$ cat src/ufr_pkg.sv
package ufr_pkg;

  localparam int FUSE_COUNT = 19;
  localparam int ROW_W = FUSE_COUNT * 8;
  localparam logic [7:0] FUSE_ERASED = 8'hFF;

  // Byte index of each fuse in the row; pairs are low then high fuse
  localparam int IDX_PRI_LO = 'h00;
  localparam int IDX_PRI_HI = 'h01;
  localparam int IDX_WAKE_LO = 'h02;
  localparam int IDX_WAKE_HI = 'h03;
  localparam int IDX_BOOT = 'h04;
  localparam int IDX_XRAM = 'h05;
  localparam int IDX_COMPAT = 'h06;
  localparam int IDX_PROG_EN = 'h07;
  localparam int IDX_HALVE = 'h08;
  localparam int IDX_TRISTATE = 'h0B;
  localparam int IDX_PWR_LO = 'h0D;
  localparam int IDX_PWR_HI = 'h0E;
  localparam int IDX_SEC_LO = 'h11;
  localparam int IDX_SEC_HI = 'h12;

  // Factory row: all erased except tristate, boot jump and expanded RAM
  localparam logic [ROW_W-1:0] FACTORY_ROW = {{7{8'hFF}}, 8'h00,
    {5{8'hFF}}, {2{8'h00}}, {4{8'hFF}}};

  // APB map, byte addresses
  localparam int ADDR_W = 12;
  localparam logic [3:0] PAGE_FUSE = 4'h0;
  localparam logic [3:0] PAGE_STAGE = 4'h1;
  localparam logic [ADDR_W-1:0] ADDR_CMD = 12'h200;
  localparam logic [ADDR_W-1:0] ADDR_STATUS = 12'h204;
  localparam logic [ADDR_W-1:0] ADDR_CFG = 12'h208;

  localparam logic [1:0] CMD_ERASE_ROW = 2'h1;
  localparam logic [1:0] CMD_CHIP_ERASE = 2'h2;
  localparam logic [1:0] CMD_WRITE_AUTO = 2'h3;

  localparam logic [2:0] LOCK_BLOCK_MODE = 3'h2;

  // Clock rate and start-up delays
  localparam int CLK_HZ = 10_000_000;
  localparam int CYC_PER_US = CLK_HZ / 1_000_000;
  localparam int WAKE_XTAL_US [4] = '{1000, 2000, 4000, 16000};
  localparam int WAKE_FAST_US [4] = '{16, 512, 1000, 4000};

  typedef enum logic [1:0] {
    UFR_SRC_XTAL_HS = 2'h0,
    UFR_SRC_XTAL_LOW = 2'h1,
    UFR_SRC_EXT = 2'h2,
    UFR_SRC_RC = 2'h3
  } ufr_clk_src_e;

  typedef enum logic [1:0] {
    UFR_PWR_NORMAL = 2'h0,
    UFR_PWR_LOW = 2'h1,
    UFR_PWR_EXTRA_LOW = 2'h2
  } ufr_power_e;

  typedef struct packed {
    ufr_clk_src_e primary_clock_source_sel;
    ufr_clk_src_e secondary_clock_source_sel;
    logic [1:0] startup_timeout_sel;
    logic [17:0] startup_cycles;
    logic boot_jump;
    logic expanded_ram_select_bit;
    logic compat_timing;
    logic halved_clock_setting;
    logic ports_tristate;
    ufr_power_e power_level_sel;
  } ufr_cfg_s;

  function automatic ufr_cfg_s ufr_decode(input logic [ROW_W-1:0] row);
    ufr_cfg_s c;
    logic [FUSE_COUNT-1:0] u;
    logic xtal;
    int us;
    for (int i = 0; i < FUSE_COUNT; i++) begin
      u[i] = &row[i*8 +: 8];
    end
    case ({u[IDX_PRI_HI], u[IDX_PRI_LO]})
      2'b11: c.primary_clock_source_sel = UFR_SRC_XTAL_HS;
      2'b10: c.primary_clock_source_sel = UFR_SRC_XTAL_LOW;
      2'b01: c.primary_clock_source_sel = UFR_SRC_EXT;
      default: c.primary_clock_source_sel = UFR_SRC_RC;
    endcase
    case ({u[IDX_SEC_HI], u[IDX_SEC_LO]})
      2'b11, 2'b10: c.secondary_clock_source_sel = UFR_SRC_XTAL_LOW;
      2'b01: c.secondary_clock_source_sel = UFR_SRC_EXT;
      default: c.secondary_clock_source_sel = UFR_SRC_RC;
    endcase
    c.startup_timeout_sel = {u[IDX_WAKE_HI], u[IDX_WAKE_LO]};
    xtal = c.primary_clock_source_sel == UFR_SRC_XTAL_HS ||
      c.primary_clock_source_sel == UFR_SRC_XTAL_LOW;
    us = xtal ? WAKE_XTAL_US[c.startup_timeout_sel]
      : WAKE_FAST_US[c.startup_timeout_sel];
    c.startup_cycles = 18'(us * CYC_PER_US);
    c.boot_jump = u[IDX_BOOT];
    c.expanded_ram_select_bit = u[IDX_XRAM];
    c.compat_timing = u[IDX_COMPAT];
    c.halved_clock_setting = u[IDX_HALVE];
    c.ports_tristate = u[IDX_TRISTATE];
    case ({u[IDX_PWR_HI], u[IDX_PWR_LO]})
      2'b11: c.power_level_sel = UFR_PWR_LOW;
      2'b01: c.power_level_sel = UFR_PWR_EXTRA_LOW;
      default: c.power_level_sel = UFR_PWR_NORMAL;
    endcase
    return c;
  endfunction : ufr_decode

  localparam ufr_cfg_s CFG_FACTORY = ufr_decode(FACTORY_ROW);

endpackage : ufr_pkg

$ cat src/ufr_fuse_row.sv
// Notes on behaviour
// - Nineteen fuses, one byte address each
// - Program like code; chip erase spares fuses
// - Writing 00H clears a fuse anytime; here only in an allowed session with lock mode below two
// - Setting to FFH needs whole-row erase
// - Primary clock source pair decode
// - Start-up pair selects wake-up delay
// - Byte 06H selects twelve-clock or single-cycle
// - Byte 07H enables serial programming
// - Byte 08H halves system clock when FFh
// - Byte 05H sets expanded RAM reset value
// - Tristate fuse selects port reset mode
// - Low-power pair decode
// - Secondary clock source pair decode
// - Factory values FFh except three at 00H
// - Clock source changes wait for power-on
// - Programming enable updates at session end
// - Lock mode two or more refuses programming
//
// Local design decisions: the placing of the registers and register access over APB.
`timescale 1ns/1ps
`default_nettype none

module ufr_fuse_row (
  input wire logic pclk,
  input wire logic presetn,
  input wire logic [ufr_pkg::ADDR_W-1:0] paddr,
  input wire logic psel,
  input wire logic penable,
  input wire logic pwrite,
  input wire logic [31:0] pwdata,
  output logic [31:0] prdata,
  output logic pready,
  output logic pslverr,
  input wire logic por_pin_n,
  input wire logic session_pin,
  input wire logic [2:0] lock_mode,
  output ufr_pkg::ufr_cfg_s cfg,
  output logic prog_enable,
  output logic session_open
);

  logic [ufr_pkg::ROW_W-1:0] row_q, row_d;
  logic [ufr_pkg::ROW_W-1:0] stage_q, stage_d;
  ufr_pkg::ufr_cfg_s cfg_q;
  logic prog_en_q;
  logic por_entry_q;
  logic refused_q;
  logic [31:0] prdata_q;
  logic por_s1_q, por_s2_q, ses_s1_q, ses_s2_q, ses_prev_q;

  // Pins from the programmer are asynchronous
  always_ff @(posedge pclk or negedge presetn) begin
    if (!presetn) begin
      por_s1_q <= 1'b0;
      por_s2_q <= 1'b0;
      ses_s1_q <= 1'b0;
      ses_s2_q <= 1'b0;
      ses_prev_q <= 1'b0;
    end else begin
      por_s1_q <= por_pin_n;
      por_s2_q <= por_s1_q;
      ses_s1_q <= session_pin;
      ses_s2_q <= ses_s1_q;
      ses_prev_q <= ses_s2_q;
    end
  end

  wire por_active = ~por_s2_q;
  wire session_act = ses_s2_q;
  wire session_end = ses_prev_q & ~ses_s2_q;

  // Decode
  wire acc = psel & penable;
  wire wr = acc & pwrite;
  // Word index within a page; the page itself comes from paddr[11:8]
  wire [5:0] widx = paddr[7:2];
  wire word_ok = paddr[1:0] == 2'b00 && widx < 6'(ufr_pkg::FUSE_COUNT);
  wire in_fuse = word_ok && paddr[11:8] == ufr_pkg::PAGE_FUSE;
  wire in_stage = word_ok && paddr[11:8] == ufr_pkg::PAGE_STAGE;
  wire is_cmd = paddr == ufr_pkg::ADDR_CMD;
  wire is_stat = paddr == ufr_pkg::ADDR_STATUS;
  wire is_cfg = paddr == ufr_pkg::ADDR_CFG;
  wire mapped = in_fuse | in_stage | is_cmd | is_stat | is_cfg;
  wire [4:0] bidx = widx[4:0];

  wire session_allowed = prog_en_q | por_entry_q;
  wire lock_ok = lock_mode < ufr_pkg::LOCK_BLOCK_MODE;
  wire prog_ok = session_act & session_allowed & lock_ok;

  wire cmd_wr = wr & is_cmd;
  wire [1:0] cmd_op = pwdata[1:0];
  wire wants_prog = (wr & in_fuse) | (cmd_wr &
    (cmd_op == ufr_pkg::CMD_ERASE_ROW || cmd_op == ufr_pkg::CMD_WRITE_AUTO));
  wire refuse = wants_prog & ~prog_ok;
  wire fuse_wr_go = wr & in_fuse & prog_ok;
  wire erase_go = cmd_wr & cmd_op == ufr_pkg::CMD_ERASE_ROW & prog_ok;
  wire auto_go = cmd_wr & cmd_op == ufr_pkg::CMD_WRITE_AUTO & prog_ok;
  // Chip erase belongs to the other arrays; the fuse row ignores it
  wire chip_go = cmd_wr & cmd_op == ufr_pkg::CMD_CHIP_ERASE;

  assign pready = 1'b1;
  assign pslverr = acc & (~mapped | refuse);

  genvar gi;
  generate
    for (gi = 0; gi < ufr_pkg::FUSE_COUNT; gi++) begin : g_byte
      wire hit = bidx == 5'(gi);
      // Programming only pulls bits low; only a row erase or an auto write from staging raises them
      assign row_d[gi*8 +: 8] =
        erase_go ? ufr_pkg::FUSE_ERASED :
        auto_go ? stage_q[gi*8 +: 8] :
        (fuse_wr_go & hit) ? row_q[gi*8 +: 8] & pwdata[7:0] :
        row_q[gi*8 +: 8];
      assign stage_d[gi*8 +: 8] = (wr & in_stage & hit) ? pwdata[7:0]
        : stage_q[gi*8 +: 8];
    end
  endgenerate

  wire [7:0] rd_fuse = row_q[bidx*8 +: 8];
  wire [7:0] rd_stage = stage_q[bidx*8 +: 8];
  wire [31:0] status_w = {27'h0, lock_ok, refused_q, session_allowed,
    prog_en_q, session_act};
  wire [31:0] rd_mux =
    in_fuse ? {24'h0, rd_fuse} :
    in_stage ? {24'h0, rd_stage} :
    is_stat ? status_w :
    is_cfg ? {1'b0, cfg_q} : 32'h0;

  // Row and staging model the nonvolatile cells; reset stands for delivery
  always_ff @(posedge pclk or negedge presetn) begin
    if (!presetn) begin
      row_q <= ufr_pkg::FACTORY_ROW;
      stage_q <= ufr_pkg::FACTORY_ROW;
    end else begin
      row_q <= row_d;
      stage_q <= stage_d;
    end
  end

  // Read data sampled in the setup phase, so no wait states
  always_ff @(posedge pclk or negedge presetn) begin
    if (!presetn) begin
      prdata_q <= 32'h0;
      refused_q <= 1'b0;
    end else begin
      if (psel & ~penable & ~pwrite) begin
        prdata_q <= rd_mux;
      end
      if (acc & wants_prog) begin
        refused_q <= refuse;
      end
    end
  end

  // Config follows the row while power-on is held, then stays frozen
  always_ff @(posedge pclk or negedge presetn) begin
    if (!presetn) begin
      cfg_q <= ufr_pkg::CFG_FACTORY;
      prog_en_q <= 1'b1;
      por_entry_q <= 1'b0;
    end else begin
      if (por_active) begin
        cfg_q <= ufr_pkg::ufr_decode(row_q);
      end
      if (por_active | session_end) begin
        prog_en_q <= &row_q[ufr_pkg::IDX_PROG_EN*8 +: 8];
      end
      // A session opened during power-on stays allowed until it ends
      if (por_active & session_act) begin
        por_entry_q <= 1'b1;
      end else if (~session_act) begin
        por_entry_q <= 1'b0;
      end
    end
  end

  assign prdata = prdata_q;
  assign cfg = cfg_q;
  assign prog_enable = prog_en_q;
  assign session_open = session_act & session_allowed;

  logic [4:0] chk_idx_q;
  logic [7:0] chk_exp_q;
  always_ff @(posedge pclk or negedge presetn) begin
    if (!presetn) begin
      chk_idx_q <= 5'h0;
      chk_exp_q <= 8'h0;
    end else begin
      chk_idx_q <= bidx;
      chk_exp_q <= rd_fuse & pwdata[7:0];
    end
  end
endmodule : ufr_fuse_row

`default_nettype wire

$ cat config.mk
export PLATFORM = sky130hd
export DESIGN_NAME = ufr_fuse_row
export DESIGN_NICKNAME = d
export VERILOG_FILES = /design/src/ufr_pkg.sv /design/src/ufr_fuse_row.sv
export SDC_FILE = /design/constraint.sdc
export NUM_CORES = 1
export LEC_CHECK = 0
export BUFFER_PORTS_ARGS = -buffer_cell sky130_fd_sc_hd__buf_2
export CAP_MARGIN = 30
export CORE_ASPECT_RATIO = 1.1
export CORE_UTILIZATION = 50
export CTS_BUF_LIST = sky130_fd_sc_hd__clkbuf_8
export DETAILED_ROUTE_END_ITERATION = 8
export PLACE_DENSITY = 0.68
export SYNTH_ARGS = -nofsm -noshare
export SYNTH_HDL_FRONTEND = slang
export SYNTH_SLANG_ARGS = --single-unit
$ cat constraint.sdc
create_clock -name pclk -period 9.2 [get_ports pclk]
set_clock_uncertainty 0.2 [all_clocks]
set_input_delay 0.46 -clock pclk [delete_from_list [all_inputs] [get_ports pclk]]
set_output_delay 0.46 -clock pclk [all_outputs]
set_load 0.01 [all_outputs]
==> results_dict.tcl <==
set metrics [dict create \
    die_h_um 207 \
    start_util_pct 51.1 \
    synthToLayoutAreaGrowth_pct 9.64 \
    n_fill_cell 3123 \
    cts_tree "built" \
    yosysMostFrequentCell "dfstp_2" \
    crit-reg2reg-capture "cfg[22]" \
    worst_hold_path.endpoint "refused_q" \
    routed_via_density 6.35 \
    cts_sinks 367 \
    timing.final.ws_setup_ns 4.90 \
    synth_warnings 0 \
    rsz0062_at_grt "false" \
    synth.avg_cell_area_sq_um 11.2 \
    synthCells 1707 \
    layout_min_cycle_time_ns 4.30 \
    hold_slack_ns 0.0709 \
    hold_start "lock_mode[2]" \
    r2r_start "row_q[11]" \
    hpwl_um 35400 \
    ctsHtreeMaxLevel 2 \
    critPathCaptureType "flip-flop" \
    synth_cell_types 65 \
    routed_wl_um 54800 \
    num_antenna_cells 0 \
    synth_area_sq_um 19100 \
    via_count 14500 \
    drive_gt1_share_pct 38.7 \
    required_ns 9.48 \
    drc 0 \
    period_share_pct 46.8 \
    io_buffer_count 86 \
    die_x_um 188 \
    antenna_found_initial 1 \
    gr-total-overflow 0 \
    rows 74 \
    core_sq_um 37400 \
    drt_iter0_drc 1394 \
    power_density_nw_per_um2 150 \
    regArea_sq_um 9520 \
    dieArea_sq_um 39000 \
    synth_enable_flop_cells 0 \
    nets 1814 \
    drt_first_pass_iters 5 \
    ys_ff_latch 367 \
    synthFlopType "dfstp_2" \
    ios 121 \
    p_leak_nw 8.67 \
    status "complete, no violations" \
    synth_common_cells "dfstp_2, o21ai_0, a21oi_1" \
    yosysSeqAreaShare_pct 49.8 \
    drtAntennaViolNets 0 \
    placed_area_sq_um 19700 \
    clock-root-buffer "clkbuf_8" \
    report.final.slew_viol_count 0 \
    gp_congestion 0.978 \
    grt_start_max_net_pins 262 \
    startpoint_type "flip-flop" \
    fmax_mhz 232 \
    multi_input_area_sq_um 8950 \
    maxSlewHeadroom_pct 13.5 \
    numCtsBuffers 58 \
    hold_violations 0 \
    reg2reg_depth 13 \
    whs_path_depth 5 \
    grt_pass1_vias 14100 \
    arrival_ns 4.58 \
    worst_ir_drop_vdd_uv 120 \
    track_usage_pct 28.4 \
    clk-insertion-delay-late_ns 0.63 \
    max_cap_violations 0 \
    worst_pin_slew_ns 1.30 \
    grt_pass1_wl_um 85200 \
    clkTransAtPathRegs_ns 0.06 \
    yosys.area.top_type_share_pct 36.8 \
    post-place-ws_ns 4.96 \
    clk_path_buf_depth 3 \
    async_flop_share_pct 100 \
    setup_violations 0 \
    rrSetupSlack_ns 4.90 \
    synth.area.top_cells "dfstp_2, dfrtp_1, mux2_2" \
    yosys.area.top_type "dfstp_2" \
    crit_fanout 8 \
    postLayoutCellArea_sq_um 21000 \
    post_cts_buffers 0 \
    post_drt_wl_per_cell_um 24.0 \
    hp-class "primary input to flip-flop" \
    fin_tns_setup_ns 0 \
    crit_type "flip-flop to flip-flop" \
]
[kinds of logic (layout without fill, tap and decap cells)]
logic type / after synthesis / count (layout) / synth area share [%]
AO/OA/AOI/OAI: 429 / 429 / 12.3
XOR/XNOR: 9 / 9 / 0.412
adder cells (fa/ha/maj): 21 / 21 / 1.40
buffers and inverters: 155 / 228 / 3.67
flip-flops: 367 / 367 / 49.8
multiplexers: 253 / 253 / 18.4
other: 2 / 9 / 0.0393
AND/OR/NAND/NOR: 471 / 471 / 14.0
[where the power goes]
group | total (mW) | switching (mW) | leakage (nW) | internal [mW]
registers | 1.63 | 0.00256 | 4.10 | 1.63
clock network | 1.35 | 0.642 | 0.703 | 0.710
logic | 0.173 | 0.129 | 3.86 | 0.0441
total | 3.15 | 0.774 | 8.67 | 2.38
[cell usage in the layout (no fill, tap or decap), types with 5 or more instances in the layout]
| cell type | count |
|---|---|
| a211oi_1 | 6 |
| a21oi_1 | 172 |
| and3_1 | 6 |
| buf_2 | 82 |
| buf_4 | 18 |
| clkbuf_8 | 70 |
| conb_1 | 9 |
| dfrtp_1 | 98 |
| dfstp_2 | 268 |
| ha_1 | 19 |
| inv_1 | 45 |
| mux2_2 | 154 |
| mux2i_1 | 33 |
| mux4_2 | 63 |
| nand2_1 | 117 |
| nand2b_1 | 6 |
| nand3_1 | 47 |
| nand3b_1 | 13 |
| nand4_1 | 27 |
| nor2_1 | 84 |
| nor2b_1 | 11 |
| nor3_1 | 12 |
| nor3_2 | 6 |
| nor3_4 | 11 |
| nor3b_1 | 115 |
| o211ai_1 | 5 |
| o21ai_0 | 179 |
| o22ai_1 | 6 |
| o2bb2ai_1 | 5 |
| o311ai_0 | 7 |
| o31ai_1 | 11 |
| xnor2_1 | 5 |
[worst max-delay path by stage]
stage          startpoint   endpoint  slack, ns
2_1_floorplan   row_q[15]    cfg[22]       5.69
3_3_place_gp     paddr[3]  row_q[27]       4.99
3_5_place_dp    row_q[11]    cfg[22]       4.96
4_1_cts         row_q[11]    cfg[22]       4.92
5_1_grt         row_q[11]    cfg[22]       4.61
6_report        row_q[11]    cfg[22]       4.90
[area by class of cell]
type / instances / share of cell area [%]
Tap cell: 494 / 2.95
Inverter: 11 / 0.197
Multi-Input combinational cell: 1192 / 42.7
Sequential cell: 367 / 45.4
Clock inverter: 37 / 0.812
Timing Repair Buffer: 110 / 3.37
Clock buffer: 70 / 4.59
[through the flow]
| stage | utilization [%] | cells | power (mW) |
|---|---|---|---|
| after floorplan | - | 1714 | 1.75 |
| after global placement | 52.6 | 2164 | 1.82 |
| after detailed placement | 52.8 | 2167 | 1.82 |
| after CTS | 55.9 | 2278 | 3.18 |
| after global routing | 56.1 | 2281 | 3.26 |
| final | 56.1 | 2281 | 3.15 |
[what timing repair did]
item,4_1_cts,5_1_grt
setup endpoints to repair,0,0
endpoints found under the hold margin,38,0
hold buffers,4,0
gates resized for setup,0,0
[worst max-delay path, stage by stage, from the launching register on]
cell and delay, ns:
dfstp_2 0.57, nand4_1 0.25, nor2_1 0.63, nor2_1 0.24, nor2_1 0.23, ha_1 0.27, ha_1 0.22, fa_1 0.47
a21o_1 0.21, a21oi_1 0.27, o21ai_0 0.14, a21o_1 0.23, xnor2_1 0.13, o21ai_0 0.09
[state kept, by name (all words and copies together) (netlist names), 27 cells and up]
register / count
prdata: 28
cfg: 27
stage_q: 152
row_q: 152
[per-layer routing]
metal	up-vias	global-route usage (%)	share of wire [%]
li1	6342	-	-
met1	7343	39.8	42
met2	665	43.8	46
met3	130	4.96	7.7
met4	2	11.7	4.3
met5	-	0	0.031
(Power assumes the default switching activity.)
